--- src/gpcn_pkg.sv ---
// shared constants and types for the gpio ports and change notification block
package gpcn_pkg;

    localparam int NUM_PORTS  = 5;
    localparam int PORT_WIDTH = 16;
    localparam int CN_WIDTH   = 24;
    localparam int IDX_WIDTH  = 10;
    localparam int ADDR_WIDTH = 12;
    localparam int DATA_WIDTH = 32;
    localparam int BE_WIDTH   = 4;
    localparam int SYNC_DEPTH = 2;

    typedef logic [NUM_PORTS-1:0][PORT_WIDTH-1:0] gpcn_ports_type;
    typedef logic [NUM_PORTS-1:0][IDX_WIDTH-1:0]  gpcn_idx_type;

    // port order in every array: a, b, c, d, f
    localparam gpcn_idx_type DIR_IDX = {10'h2de, 10'h2d2, 10'h2cc, 10'h2c6, 10'h2c0};
    localparam gpcn_idx_type PIN_IDX = {10'h2e0, 10'h2d4, 10'h2ce, 10'h2c8, 10'h2c2};
    localparam gpcn_idx_type LAT_IDX = {10'h2e2, 10'h2d6, 10'h2d0, 10'h2cb, 10'h2c4};

    // implemented bits equal the direction reset values
    localparam gpcn_ports_type PORT_MASK = {16'h007f, 16'h030f, 16'he000, 16'h1fff, 16'h0800};
    localparam gpcn_ports_type DIR_RESET = PORT_MASK;
    localparam logic [PORT_WIDTH-1:0] LAT_RESET = 16'h0000;

    localparam logic [IDX_WIDTH-1:0] CN_IRQ_LOW_IDX   = 10'h0c0;
    localparam logic [IDX_WIDTH-1:0] CN_IRQ_HIGH_IDX  = 10'h0c2;
    localparam logic [IDX_WIDTH-1:0] CN_PU_LOW_IDX    = 10'h0c4;
    localparam logic [IDX_WIDTH-1:0] CN_PU_HIGH_IDX   = 10'h0c6;
    localparam logic [IDX_WIDTH-1:0] CN_STATUS_IDX    = 10'h0c8;
    localparam logic [IDX_WIDTH-1:0] CN_CLEAR_IDX     = 10'h0ca;
    localparam logic [IDX_WIDTH-1:0] CN_INT_EN_IDX    = 10'h0cc;

    localparam logic [CN_WIDTH-1:0] CN_MASK_LARGE = 24'hffffff;
    localparam logic [CN_WIDTH-1:0] CN_MASK_SMALL = 24'h07ffff;
    localparam logic [CN_WIDTH-1:0] CN_RESET      = 24'h000000;
    localparam int CN_HIGH_LSB = 16;
    localparam int CN_HIGH_W   = 8;

    typedef struct packed {
        logic                  read;
        logic                  write;
        logic [ADDR_WIDTH-1:0] address;
        logic [DATA_WIDTH-1:0] writedata;
        logic [BE_WIDTH-1:0]   byteenable;
    } gpcn_req_type;

endpackage

--- src/gpcn_top.sv ---
// gpio ports a-f (no e) with input change notification behind an avalon-mm slave
`timescale 1ns/1ps

// Function
// Software waits one cycle between write and read
// Direction bits reset to one, pins inputs
// Enabled input change raises interrupt request
// Change detection works with clock stopped
// Twenty-four individually selectable change inputs
// Per-input interrupt enable, split low/high registers
// Per-input pull-up enable, same layout
// Small variant: only inputs 0 to 18
// Direction one input, zero drives latch
// Latch reads latch, port reads pins; writes hit latch
// Unimplemented bits disabled and read zero
// Peripheral drive disables port output driver
// Compare synchronized level against previous sample
// Pull-up follows only its own enable bit
module gpcn_top
    import gpcn_pkg::*;
#(
    parameter bit LARGE_VARIANT = 1'b1
)
(
    input  wire logic                  SYS_CLK,
    input  wire logic                  RST,
    input  wire logic [ADDR_WIDTH-1:0] AVS_ADDRESS,
    input  wire logic                  AVS_READ,
    input  wire logic                  AVS_WRITE,
    input  wire logic [DATA_WIDTH-1:0] AVS_WRITEDATA,
    input  wire logic [BE_WIDTH-1:0]   AVS_BYTEENABLE,
    output logic      [DATA_WIDTH-1:0] AVS_READDATA,
    output logic                       AVS_WAITREQUEST,
    input  wire gpcn_ports_type        PORT_IN,
    output gpcn_ports_type             PORT_OUT,
    output gpcn_ports_type             PORT_OE_N,
    input  wire gpcn_ports_type        PERIPH_DRIVE,
    input  wire logic [CN_WIDTH-1:0]   CHANGE_IN,
    output logic      [CN_WIDTH-1:0]   CHANGE_PULLUP,
    output logic                       CHANGE_WAKE,
    output logic                       IRQ
);

    localparam logic [CN_WIDTH-1:0] CN_MASK =
        LARGE_VARIANT ? CN_MASK_LARGE : CN_MASK_SMALL;

    gpcn_req_type req;

    gpcn_ports_type dir_reg;
    gpcn_ports_type dir_next;
    gpcn_ports_type lat_reg;
    gpcn_ports_type lat_next;
    gpcn_ports_type pin_meta_reg;
    gpcn_ports_type pin_sync_reg;

    logic [CN_WIDTH-1:0]   cn_irq_en_reg;
    logic [CN_WIDTH-1:0]   cn_irq_en_next;
    logic [CN_WIDTH-1:0]   cn_pu_en_reg;
    logic [CN_WIDTH-1:0]   cn_pu_en_next;
    logic [CN_WIDTH-1:0]   cn_status_reg;
    logic [CN_WIDTH-1:0]   cn_status_next;
    logic [CN_WIDTH-1:0]   cn_int_en_reg;
    logic [CN_WIDTH-1:0]   cn_int_en_next;
    logic [CN_WIDTH-1:0]   cn_meta_reg;
    logic [CN_WIDTH-1:0]   cn_sync_reg;
    logic [CN_WIDTH-1:0]   cn_prev_reg;
    logic [CN_WIDTH-1:0]   cn_event;

    logic                  ack_reg;
    logic                  ack_next;
    logic [DATA_WIDTH-1:0] rdata_reg;
    logic [DATA_WIDTH-1:0] rdata_next;
    logic [IDX_WIDTH-1:0]  idx;
    logic [PORT_WIDTH-1:0] wmask16;
    logic [CN_WIDTH-1:0]   wmask24;
    logic                  wr_go;
    logic [NUM_PORTS-1:0]  hit_dir;
    logic [NUM_PORTS-1:0]  hit_pin;
    logic [NUM_PORTS-1:0]  hit_lat;
    logic                  hit_irq_low;
    logic                  hit_irq_high;
    logic                  hit_pu_low;
    logic                  hit_pu_high;
    logic                  hit_status;
    logic                  hit_clear;
    logic                  hit_int_en;
    logic [PORT_WIDTH-1:0] wdata16;
    logic [CN_HIGH_W-1:0]  wdata8;
    logic [CN_WIDTH-1:0]   wdata24;

    assign req.read       = AVS_READ;
    assign req.write      = AVS_WRITE;
    assign req.address    = AVS_ADDRESS;
    assign req.writedata  = AVS_WRITEDATA;
    assign req.byteenable = AVS_BYTEENABLE;

    // registers sit one per aligned word; byte address is four times the index
    assign idx     = req.address[ADDR_WIDTH-1:2];
    assign wmask16 = {{8{req.byteenable[1]}}, {8{req.byteenable[0]}}};
    assign wmask24 = {{8{req.byteenable[2]}}, wmask16};

    // every access answers on the second cycle; the write lands on the accepting edge
    assign AVS_WAITREQUEST = (req.read | req.write) & ~ack_reg;
    assign AVS_READDATA    = rdata_reg;
    assign wr_go           = req.write & ack_reg;

    // compare synchronized level with the previous sample
    assign cn_event = (cn_sync_reg ^ cn_prev_reg) & cn_irq_en_reg & CN_MASK;

    // unclocked compare against the last sampled level so a pin edge wakes the core
    // even while SYS_CLK is stopped; outside the first synchroniser stage raw pins feed only this gate path
    assign CHANGE_WAKE = |((CHANGE_IN ^ cn_prev_reg) & cn_irq_en_reg & CN_MASK);

    assign IRQ           = |(cn_status_reg & cn_int_en_reg);
    assign CHANGE_PULLUP = cn_pu_en_reg & CN_MASK;

    // pin drive per port and bit
    genvar gp;
    generate
        for (gp = 0; gp < NUM_PORTS; gp++)
        begin : g_port
            assign PORT_OUT[gp]  = lat_reg[gp] & PORT_MASK[gp];
            // driver on only for implemented output bits not owned by a peripheral
            assign PORT_OE_N[gp] = ~(~dir_reg[gp] & PORT_MASK[gp] & ~PERIPH_DRIVE[gp]);
        end
    endgenerate

    assign wdata16 = req.writedata[PORT_WIDTH-1:0];
    assign wdata8  = req.writedata[CN_HIGH_W-1:0];
    assign wdata24 = req.writedata[CN_WIDTH-1:0];

    // one decode feeds both the read mux and the write paths
    always_comb
    begin
        for (int p = 0; p < NUM_PORTS; p++)
        begin
            hit_dir[p] = (idx == DIR_IDX[p]);
            hit_pin[p] = (idx == PIN_IDX[p]);
            hit_lat[p] = (idx == LAT_IDX[p]);
        end
        hit_irq_low  = (idx == CN_IRQ_LOW_IDX);
        hit_irq_high = (idx == CN_IRQ_HIGH_IDX);
        hit_pu_low   = (idx == CN_PU_LOW_IDX);
        hit_pu_high  = (idx == CN_PU_HIGH_IDX);
        hit_status   = (idx == CN_STATUS_IDX);
        hit_clear    = (idx == CN_CLEAR_IDX);
        hit_int_en   = (idx == CN_INT_EN_IDX);
    end

    // read data is captured on the edge that raises ack_reg and stands after it
    always_comb
    begin
        ack_next   = (req.read | req.write) & ~ack_reg;
        rdata_next = rdata_reg;
        if (req.read & ~ack_reg)
        begin
            rdata_next = '0;
            for (int p = 0; p < NUM_PORTS; p++)
            begin
                if (hit_dir[p])
                begin
                    rdata_next[PORT_WIDTH-1:0] = dir_reg[p] & PORT_MASK[p];
                end
                if (hit_pin[p])
                begin
                    rdata_next[PORT_WIDTH-1:0] = pin_sync_reg[p] & PORT_MASK[p];
                end
                if (hit_lat[p])
                begin
                    rdata_next[PORT_WIDTH-1:0] = lat_reg[p] & PORT_MASK[p];
                end
            end
            if (hit_irq_low)
            begin
                rdata_next[PORT_WIDTH-1:0] = cn_irq_en_reg[PORT_WIDTH-1:0];
            end
            if (hit_irq_high)
            begin
                rdata_next[CN_HIGH_W-1:0] = cn_irq_en_reg[CN_WIDTH-1:CN_HIGH_LSB];
            end
            if (hit_pu_low)
            begin
                rdata_next[PORT_WIDTH-1:0] = cn_pu_en_reg[PORT_WIDTH-1:0];
            end
            if (hit_pu_high)
            begin
                rdata_next[CN_HIGH_W-1:0] = cn_pu_en_reg[CN_WIDTH-1:CN_HIGH_LSB];
            end
            if (hit_status)
            begin
                rdata_next[CN_WIDTH-1:0] = cn_status_reg;
            end
            if (hit_int_en)
            begin
                rdata_next[CN_WIDTH-1:0] = cn_int_en_reg;
            end
            // the clear register and unmapped indices read as zero
        end
    end

    always_ff @(posedge SYS_CLK)
    begin
        if (RST)
        begin
            ack_reg   <= 1'b0;
            rdata_reg <= '0;
        end
        else
        begin
            ack_reg   <= ack_next;
            rdata_reg <= rdata_next;
        end
    end

    // a write to the pin register lands in the latch as well
    always_comb
    begin
        dir_next = dir_reg;
        lat_next = lat_reg;
        if (wr_go)
        begin
            for (int p = 0; p < NUM_PORTS; p++)
            begin
                if (hit_dir[p])
                begin
                    dir_next[p] = ((dir_reg[p] & ~wmask16) | (wdata16 & wmask16))
                        & PORT_MASK[p];
                end
                if (hit_pin[p] || hit_lat[p])
                begin
                    lat_next[p] = ((lat_reg[p] & ~wmask16) | (wdata16 & wmask16))
                        & PORT_MASK[p];
                end
            end
        end
    end

    always_ff @(posedge SYS_CLK)
    begin
        if (RST)
        begin
            dir_reg <= DIR_RESET;
            lat_reg <= {NUM_PORTS{LAT_RESET}};
        end
        else
        begin
            dir_reg <= dir_next;
            lat_reg <= lat_next;
        end
    end

    // two-stage synchronisers; logic reads the second stage and cn_prev_reg, never the first stage
    always_ff @(posedge SYS_CLK)
    begin
        if (RST)
        begin
            pin_meta_reg <= '0;
            pin_sync_reg <= '0;
            cn_meta_reg  <= CN_RESET;
            cn_sync_reg  <= CN_RESET;
            cn_prev_reg  <= CN_RESET;
        end
        else
        begin
            pin_meta_reg <= PORT_IN;
            pin_sync_reg <= pin_meta_reg;
            cn_meta_reg  <= CHANGE_IN;
            cn_sync_reg  <= cn_meta_reg;
            cn_prev_reg  <= cn_sync_reg;
        end
    end

    // unimplemented inputs never hold enable bits
    always_comb
    begin
        cn_irq_en_next = cn_irq_en_reg;
        if (wr_go && hit_irq_low)
        begin
            cn_irq_en_next[PORT_WIDTH-1:0] =
                (cn_irq_en_reg[PORT_WIDTH-1:0] & ~wmask16) | (wdata16 & wmask16);
        end
        if (wr_go && hit_irq_high && req.byteenable[0])
        begin
            cn_irq_en_next[CN_WIDTH-1:CN_HIGH_LSB] = wdata8;
        end
        cn_irq_en_next = cn_irq_en_next & CN_MASK;
    end

    always_ff @(posedge SYS_CLK)
    begin
        if (RST)
        begin
            cn_irq_en_reg <= CN_RESET;
        end
        else
        begin
            cn_irq_en_reg <= cn_irq_en_next;
        end
    end

    // pull-ups are kept apart from the interrupt enables on purpose
    always_comb
    begin
        cn_pu_en_next = cn_pu_en_reg;
        if (wr_go && hit_pu_low)
        begin
            cn_pu_en_next[PORT_WIDTH-1:0] =
                (cn_pu_en_reg[PORT_WIDTH-1:0] & ~wmask16) | (wdata16 & wmask16);
        end
        if (wr_go && hit_pu_high && req.byteenable[0])
        begin
            cn_pu_en_next[CN_WIDTH-1:CN_HIGH_LSB] = wdata8;
        end
        cn_pu_en_next = cn_pu_en_next & CN_MASK;
    end

    always_ff @(posedge SYS_CLK)
    begin
        if (RST)
        begin
            cn_pu_en_reg <= CN_RESET;
        end
        else
        begin
            cn_pu_en_reg <= cn_pu_en_next;
        end
    end

    // the interrupt enable only gates status onto IRQ; status still records
    always_comb
    begin
        cn_int_en_next = cn_int_en_reg;
        if (wr_go && hit_int_en)
        begin
            cn_int_en_next = (cn_int_en_reg & ~wmask24) | (wdata24 & wmask24);
        end
        cn_int_en_next = cn_int_en_next & CN_MASK;
    end

    always_ff @(posedge SYS_CLK)
    begin
        if (RST)
        begin
            cn_int_en_reg <= CN_RESET;
        end
        else
        begin
            cn_int_en_reg <= cn_int_en_next;
        end
    end

    // a change in the same cycle as its clear keeps the bit set
    always_comb
    begin
        cn_status_next = cn_status_reg;
        if (wr_go && hit_clear)
        begin
            cn_status_next = cn_status_reg & ~(wdata24 & wmask24);
        end
        cn_status_next = cn_status_next | cn_event;
    end

    always_ff @(posedge SYS_CLK)
    begin
        if (RST)
        begin
            cn_status_reg <= CN_RESET;
        end
        else
        begin
            cn_status_reg <= cn_status_next;
        end
    end

endmodule

--- config.mk ---
export PLATFORM = sky130hd
export DESIGN_NAME = gpcn_top
export DESIGN_NICKNAME = d
export VERILOG_FILES = /design/src/gpcn_pkg.sv /design/src/gpcn_top.sv
export SDC_FILE = /design/constraint.sdc
export NUM_CORES = 1
export LEC_CHECK = 0
export ABC_AREA = 1
export BUFFER_PORTS_ARGS = -buffer_cell sky130_fd_sc_hd__clkbuf_2
export CAP_MARGIN = 10
export CORE_UTILIZATION = 33
export DETAILED_ROUTE_END_ITERATION = 6
export GPL_ROUTABILITY_DRIVEN = 1
export HOLD_SLACK_MARGIN = 0.02
export PLACE_DENSITY = 0.63
export SLEW_MARGIN = 10
export SYNTH_ARGS = -nofsm -noshare
export SYNTH_HDL_FRONTEND = slang
export SYNTH_SLANG_ARGS = --single-unit
--- constraint.sdc ---
create_clock -name SYS_CLK -period 2.9 [get_ports SYS_CLK]
set_input_delay 0.145 -clock SYS_CLK [delete_from_list [all_inputs] [get_ports SYS_CLK]]
set_output_delay 0.145 -clock SYS_CLK [all_outputs]
set_load 0.03 [all_outputs]
======== Word level (Yosys, flattened, before mapping) ========
Index checks and enable logic that the tools add are counted.
Widths: inputs -> output; s select.
storage, ports and cells
  flip-flop bits (word level) ............. 369
operators by class
  equal/unequal tests ..................... 22
  muxes and demuxes ....................... 22
  bitwise gates (word level) .............. 63
  reduce and logical (&&, ||, !) cells .... 25
operator list
  cell                  count
  $not 16->16           12
  $mux 16               11
  $eq 10x10->1 const B  15
  $and 24x24->24        6
  $and 16x16->16        6
  $mux 24               3
  $eq 10x8->1 const B   7
  $or 16x16->16         4
  $not 24->24           2
  $or 24x24->24         2
  $reduce_or 24->1      2
  $xor 24x24->24        2
  $mux 13               3
  $mux 12               3
  $and 13x13->13        2
  $or 13x13->13         2
  $and 12x12->12        2
  $or 12x12->12         2
  $and 10x10->10        2
  $or 10x10->10         2
  $reduce_and 2->1      10
  $and 10x16->16        1
  $and 12x16->16        1
  $and 13x16->16        1
  13 further kinds      29

======== Depth between registers and ports, before layout ========
Gate-level depths: netlist (run 1).
  depth in word-level cells ............... 22
  mapped depth ............................ 19
  gate-level depth less buffers ........... 18

======== Worst setup path after synthesis (run 1) ========
OpenSTA, ideal clock, no wires.
  kind .................................... input-to-reg
  start ................................... input port AVS_ADDRESS[11]
  end ..................................... register rdata_reg[2], in the netlist AVS_READDATA[2]
  arrival ................................. 1.352 ns
  data required time ...................... 2.768 ns
  path slack .............................. 1.416 ns
  stages on the path ...................... 9
  buffers on the path ..................... 1
  path through ............................ nor2_1 inv_1 nor3_4 buf_4 nand2_1 a21boi_1 nand4_1 nand2_1 a21oi_1
between the ends
  cells in the longest elaborated chain, start to end .. 21
ends and longest elaborated chain
  item                  line             source
  from (decl)           gpcn_top.sv:27   input wire logic [ADDR_WIDTH-1:0] AVS_ADDRESS,
  $eq 10x10->1          gpcn_top.sv:138  hit_pin[p] = (idx == PIN_IDX[p]);
  $mux 12               gpcn_top.sv:164  if (hit_pin[p])
  $mux 12               gpcn_top.sv:168  if (hit_lat[p])
  $mux 13               gpcn_top.sv:160  if (hit_dir[p])
  $mux 13               gpcn_top.sv:164
  $mux 13               gpcn_top.sv:168
  $mux 16               gpcn_top.sv:160
  $mux 16               gpcn_top.sv:164
  [5 not listed]        -
  $mux 16               gpcn_top.sv:164
  $mux 16               gpcn_top.sv:168
  $mux 16               gpcn_top.sv:173  if (hit_irq_low)
  $mux 8                gpcn_top.sv:177  if (hit_irq_high)
  $mux 16               gpcn_top.sv:181  if (hit_pu_low)
  $mux 8                gpcn_top.sv:185  if (hit_pu_high)
  $mux 24               gpcn_top.sv:189  if (hit_status)
  $mux 24 (*)           gpcn_top.sv:193  if (hit_int_en)
  to (signal assigned)  gpcn_top.sv:211  rdata_reg <= rdata_next;
  to (decl)             gpcn_top.sv:71   logic [DATA_WIDTH-1:0] rdata_reg;
Mark *: on every way between the ends. The rest lies on a longest branch, timed or not.
A chain may end at the register's enable or synchronous reset.

======== Worst setup path after layout (run 1) ========
  start ................................... register cn_prev_reg[15]
  end ..................................... output port CHANGE_WAKE
between the ends
  cells in the longest elaborated chain, start to end .. 3
ends and longest elaborated chain
  item                    line             source
  from (decl)             gpcn_top.sv:66   logic [CN_WIDTH-1:0] cn_prev_reg;
  from (signal assigned)  gpcn_top.sv:269  cn_prev_reg <= cn_sync_reg;
  $xor 24x24->24          gpcn_top.sv:112  assign CHANGE_WAKE = |((CHANGE_IN ^ cn_prev_reg) & cn_irq_en_reg & CN_MASK);
  $and 24x24->24          gpcn_top.sv:112
  $reduce_or 24->1        gpcn_top.sv:112
  to (decl)               gpcn_top.sv:40   output logic CHANGE_WAKE,
Every way passes these cells.

==> summary.md, run 1 <==
| Metric | Value |
|---|---|
| Seq/Total Area, Yosys | 46.13% |
| WL/cell | 16.94 um |
| CORE AREA | 0.04019 mm^2 |
| DIE HEIGHT | 204.9 um |
| Detailed placer's ending HPWL | 33,650 um |
| Synth area leaders | dfxtp_1, nand2_1, a21oi_1, buf_4, inv_1 |
| Nets | 2,335 |
| Synth warnings | 0 |
| H-tree lvl count | 2 |
| Drt total wl | 44,900 um |
| CP Cell Sequence | xor2_1, nand2_1, o2111ai_1, nor4_1, nand2_1, clkbuf_2 |
| Syn Std Cell Area | 0.01358 mm^2 |
| CP startpoint | cn_prev_reg[15] |
| FF-to-FF Start | ack_reg |
| Kind of critical path | reg -> out |
| PD cells | 578.9 mW/mm^2 |
| Kind of start point of the critical path | flip-flop |
| Setup Buffers After CTS | 0 |
| Vias in the first global route | 11.85k |
| Worst-Margin Slew | 1.203 ns |
| Final setup vio count | 0 |
| Starting density of the core | 33.80% |
| Fill cells | 4,132 |
| Cts bufs inserted | 37 |
| Final Util | 41.74% |
| TritonCTS Sinks | 313 |
| Initial DRC Count | 1,065 |
| Row cnt | 73 |
| Area growth syn-to-layout | 23.48% |
| 1st-pass router iterations | 5 |
| Max stage delay cell, worst path | nor4_1 |
| # port buffers | 235 |
| Root buffer cell | clkbuf_16 |
| Most common cell after layout, fill and taps aside | dfxtp_1 |
| Commonest non-fill, non-tap cells in the layout | dfxtp_1, nand2_1, clkbuf_2 |
| Worst-skew pair later-pin latency | 0.52 ns |
| Max Cap Viol | 0 |
| Family with the most delay on the worst path | simple AND/OR/NAND/NOR gates |
| Post-synth EDFFs | 0 |
| Setup TNS | 0 ns |
| Share of layout cells above drive strength 1 | 19.25% |
| Share of the synthesized area in the top cell type | 46.13% |
| CP Buf/Inv Count | 1 |
| Upper clock frequency limit | 440.4 MHz |
| Main synth FF type | dfxtp_1 |
| Status | finished clean |
| CTS tree | built |
| Critical path data required time | 2.76 ns |
| FF+latch count, synth | 313 |
| P_leak | 7.655 nW |
| Crit-path max cell delay | 0.41 ns |
| Post-DP Area | 0.01482 mm^2 |
| Syn Inst Count | 1,803 |
| Vias/cell | 4.777 |
| Slew headroom | 19.71% |
| DRC violations left | 0 |
| Num ports | 455 |
| Longest Clk Path Bufs | 3 |
| Initial antenna violation count | 1 |
| Slew Limit Fails | 0 |
| Die width | 204.9 um |
| Die footprint | 0.04198 mm^2 |
| Congestion Overflow GR | 0 |
| Total GRT Usage | 21.04% |
| Mean Syn Cell Area | 7.534 um^2 |
| DR vias | 12.66k |
| Maximum fanout along the worst path | 2 |
| Post-route cell area | 0.01677 mm^2 |
| Yosys top cell by area | dfxtp_1 |
| Crit path top cell by count | nand2_1 |
| Final period util | 78.29% |
| Worst-path clk slew | 0.06 ns |
| Arrival time at the worst endpoint | 2.13 ns |
| Worst Setup End Kind | output pin |
| Peak VDD IR | 335.2 uV |
| Final Hold Fails | 0 |
| Async set-reset flop share out of synthesis | 0% |
| GP Congestion | 0.9353 |
| Hold path startpoint | AVS_BYTEENABLE[0] |
| Worst Clk Skew | 0.02508 ns |
| Post-synth cell types | 42 |
| RSZ-0062 raised after global routing | no |
| Antenna-violating nets left | 0 |
| Minimum clock period | 2.270 ns |
| Largest net degree at the start of global routing | 175 |
| Worst hold-check path type | in -> reg |
| First-pass GRT wire length | 67,320 um |
-- repair_timing --
| item | in CTS | in global routing |
|---|---|---|
| gates resized for setup | 0 | 0 |
| hold endpoints to repair | 102 | 0 |
| hold buffers | 77 | 0 |
| endpoints found under the setup margin | 0 | 0 |
-- layout make-up --
| cell class | instances | area [um^2] | area share [%] |
|---|---|---|---|
| timing repair buffer | 324 | 2064 | 12.31 |
| tap | 525 | 656.9 | 3.916 |
| sequential | 313 | 6266 | 37.36 |
| inverter | 241 | 909.6 | 5.423 |
| antenna | 1 | 2.502 | 0.01492 |
| clock buffer | 49 | 1031 | 6.147 |
| clock inverter | 16 | 147.6 | 0.8802 |
| multi-input combinational | 1182 | 5695 | 33.95 |
-- worst reg2reg max path, stage by stage, from the launching register on --
cell and delay [ns]:
dfxtp_1 0.37, nand2_1 0.25, nor2_1 0.37, inv_2 0.25
nor2_2 0.57, o21ai_0 0.17, a21oi_1 0.13
-- synth_stat cells, types with 3 or more instances --
cell type and instances:
dfxtp_1 313, nand2_1 271, inv_1 215, a21oi_1 197, nor2_1 195, o21ai_0 146
buf_4 113, nand3_1 61, clkbuf_1 39, o211ai_1 33, nand4_1 32, or2_2 31
inv_2 20, nor2_2 17, nor2_4 15, buf_2 12, a221oi_1 11, nor3_1 11
o21ai_1 7, buf_1 6, nand2_2 6, o31ai_1 5, clkinv_1 4, nand2_4 4
o2111ai_1 4, xor2_1 4, buf_6 3, nand3_2 3, nor4_1 3, o221ai_1 3
xnor2_1 3
-- report_power, final --
group | internal [mW] | switching, mW | total (mW)
Clock | 2.69 | 1.85 | 4.54
Sequential | 4.39 | 0.0367 | 4.43
Combinational | 0.214 | 0.530 | 0.744
Total | 7.29 | 2.42 | 9.71
-- cell families after synthesis --
group	count (synthesis)	share of synthesized area [%]
buf+inv	414	14.88
other cells	2	0.05528
compound gates	412	16.48
xor+xnor	7	0.4513
simple gates	655	22.01
flops	313	46.13
-- per-stage QoR --
step                      total power [mW]  hold WS [ns]  cells  setup WS, ns
after global routing                 10.05       0.05359   2650        0.4430
after global placement               5.169        0.3492   2508        0.7771
after CTS                            9.782       0.04006   2650        0.5267
after floorplan                      5.070        0.2520   1909         1.416
final                                9.710       0.05576   2651        0.6296
after detailed placement             5.176        0.3417   2508        0.7485
-- metal layers --
layer / track usage, % / part of all wire, %
met5: 0 / 0.024
met3: 3.723 / 7.4
met2: 35.27 / 47
met4: 6.905 / 3.0
met1: 27.15 / 42
-- path summary, 6_finish.rpt --
kind / slack (ns) / depth (start not counted) / to
min reg2reg: 0.40 / 2 / pin_sync_reg[19]
max reg2reg: 0.72 / 6 / flip-flop
min: 0.06 / 3 / flip-flop
max: 0.63 / 6 / CHANGE_WAKE
No activity file was read; power rests on OpenSTA's default activity.
==> run 2, diff against run 1 <==
--- a/config.mk
+++ b/config.mk
@@ -12,7 +12,7 @@
 export DETAILED_ROUTE_END_ITERATION = 6
 export GPL_ROUTABILITY_DRIVEN = 1
 export HOLD_SLACK_MARGIN = 0.02
-export PLACE_DENSITY = 0.63
+export PLACE_DENSITY = 0.65
 export SLEW_MARGIN = 10
 export SYNTH_ARGS = -nofsm -noshare
 export SYNTH_HDL_FRONTEND = slang
==> constraint.sdc (replaced) <==
create_clock -name SYS_CLK -period 1.94 [get_ports SYS_CLK]
set_input_delay 0.097 -clock SYS_CLK [delete_from_list [all_inputs] [get_ports SYS_CLK]]
set_output_delay 0.097 -clock SYS_CLK [all_outputs]
set_load 0.03 [all_outputs]
==> summary.md, run 2 (synthesized netlist as in run 1, its figures left out) <==
| Metric | Value |
|---|---|
| Status | complete, but fails checks |
| Failing checks | negative setup slack |
| DIE HEIGHT | 204.9 um |
| Worst-skew pair later-pin latency | 0.53 ns |
| Die width | 204.9 um |
| 1st-pass router iterations | 6 |
| RSZ-0062 raised after global routing | yes |
| Internal power | 11.11 mW |
| Setup Slack @ Placement | 0.01167 ns |
| Post-DP Area | 0.01527 mm^2 |
| CP Buf/Inv Count | 2 |
| Final Hold Fails | 0 |
| CP startpoint | cn_prev_reg[8] |
| Setup TNS | -0.04665 ns |
| Max stage delay cell, worst path | dfxtp_2 |
| Family with the most delay on the worst path | simple AND/OR/NAND/NOR gates |
| Power share of the clock group | 47.2% |
| GP Congestion | 0.9297 |
| Final period util | 101.7% |
| Maximum fanout along the worst path | 3 |
| DP Cell Count | 2,558 |
| Upper clock frequency limit | 506.8 MHz |
| Area growth syn-to-layout | 29.00% |
| Initial DRC Count | 1,246 |
| Worst Setup End Kind | output pin |
| Num ports | 455 |
| Hold path startpoint | AVS_BYTEENABLE[0] |
| Final setup vio count | 2 |
| Nets | 2,401 |
| Antenna-violating nets left | 0 |
| Switching share of power | 24.48% |
| Minimum clock period | 1.973 ns |
| Post-route cell area | 0.01752 mm^2 |
| Root buffer cell | clkbuf_16 |
| DR vias | 13.00k |
| Final WS setup | -0.03319 ns |
| Commonest non-fill, non-tap cells in the layout | dfxtp_1, nand2_1, clkbuf_2 |
| Kind of critical path | reg -> out |
| Max Cap Viol | 0 |
| Cts bufs inserted | 36 |
| Worst hold-check path type | in -> reg |
| Arrival time at the worst endpoint | 1.88 ns |
| Congestion Overflow GR | 0 |
| H-tree lvl count | 2 |
| Largest net degree at the start of global routing | 140 |
| Share of layout cells above drive strength 1 | 22.70% |
| Longest Clk Path Bufs | 3 |
| # port buffers | 235 |
| PD cells | 839.1 mW/mm^2 |
| Sequential share of power | 45.0% |
| FF-to-FF Start | cn_prev_reg[10] |
| Worst-path clk slew | 0.06 ns |
| WHS | 0.03706 ns |
| Pwr Total | 14.70 mW |
| Inserted Diodes | 0 |
| Die footprint | 0.04198 mm^2 |
| WL/cell | 17.07 um |
| P_leak | 8.054 nW |
| Slew headroom | 43.11% |
| Total GRT Usage | 21.62% |
| Vias/cell | 4.790 |
| CP Cell Sequence | inv_2, nand2_1, nand3_2, nand4_1, nor4_4, nand2_2, buf_8 |
| DRC violations left | 0 |
| Crit-path max cell delay | 0.33 ns |
| TritonCTS Sinks | 313 |
| Worst Clk Skew | 0.01964 ns |
| First-pass GRT wire length | 69,010 um |
| CORE AREA | 0.04019 mm^2 |
| Drt total wl | 46,330 um |
| Non-Filler Instances | 2,714 |
| Vias in the first global route | 12.11k |
| Comb pwr share | 7.9% |
| Worst-Margin Slew | 0.8534 ns |
| Kind of start point of the critical path | flip-flop |
| Final Util | 43.61% |
| Most common cell after layout, fill and taps aside | dfxtp_1 |
| Peak VDD IR | 573.9 uV |
| Slew Limit Fails | 0 |
| Row cnt | 73 |
| CTS tree | built |
| Critical path data required time | 1.84 ns |
| Detailed placer's ending HPWL | 34,710 um |
| Starting density of the core | 33.80% |
| Initial antenna violation count | 1 |
| NetSw | 3.599 mW |
[run 2: cell types whose count changed in the layout (fill, tap and decap cells not counted), sizes merged]
cell,delta
dlygate4sd3,+5
clkinvlp,-1
clkbuf,-3
bufinv,+2
diode,-1
buf,+63
inv,-2
[run 2: power groups by stage]
stage	sequential (mW)	combinational (mW)	clock (mW)
finish	6.62	1.16	6.93
global route	6.63	1.26	7.28
CTS	6.62	1.15	7.04
detailed placement	6.76	1.00	0
global placement	6.75	0.991	0
floorplan	6.76	0.816	0
[run 2: worst paths after layout]
kind	endpoint	slack, ns	depth (start not counted)
hold reg to reg	pin_sync_reg[51]	0.40	2
setup reg to reg	cn_status_reg[10]	0.16	13
setup / recovery	CHANGE_WAKE	-0.03	7
hold / removal	flip-flop	0.04	3
[run 2: routing by layer]
layer,routed length (um),GRT usage [%],vias up,share of wire (%)
met2,21570,35.70,568,47
met3,3711,4.661,103,8.0
met1,19290,27.30,5991,42
met5,13,0,-,0.028
met4,1751,8.571,2,3.8
li1,-,-,6337,-
[run 2: tightest hold or removal path, delay by kind of cell]
kind / cells / cell delay (ns)
compound gates: 1 / 0.09
buf+inv: 1 / 0.18
simple gates: 1 / 0.13
[run 2: final cells by class]
class | count | area [um^2]
Inverter | 241 | 909.6
Sequential cell | 313 | 6275
Tap cell | 525 | 656.9
Clock buffer | 47 | 1005
Multi-Input combinational cell | 1182 | 5798
Timing Repair Buffer | 391 | 2686
Clock inverter | 15 | 193.9
Fill cell | 4091 | 22660
[run 2: what timing repair did]
item | in CTS | in global routing
resized for setup | 26 | 12
hold endpoints to repair | 126 | 0
setup endpoints to repair | 2 | 9
pin swaps | 6 | 7
setup buffers | 12 | 2
hold buffers | 82 | 0
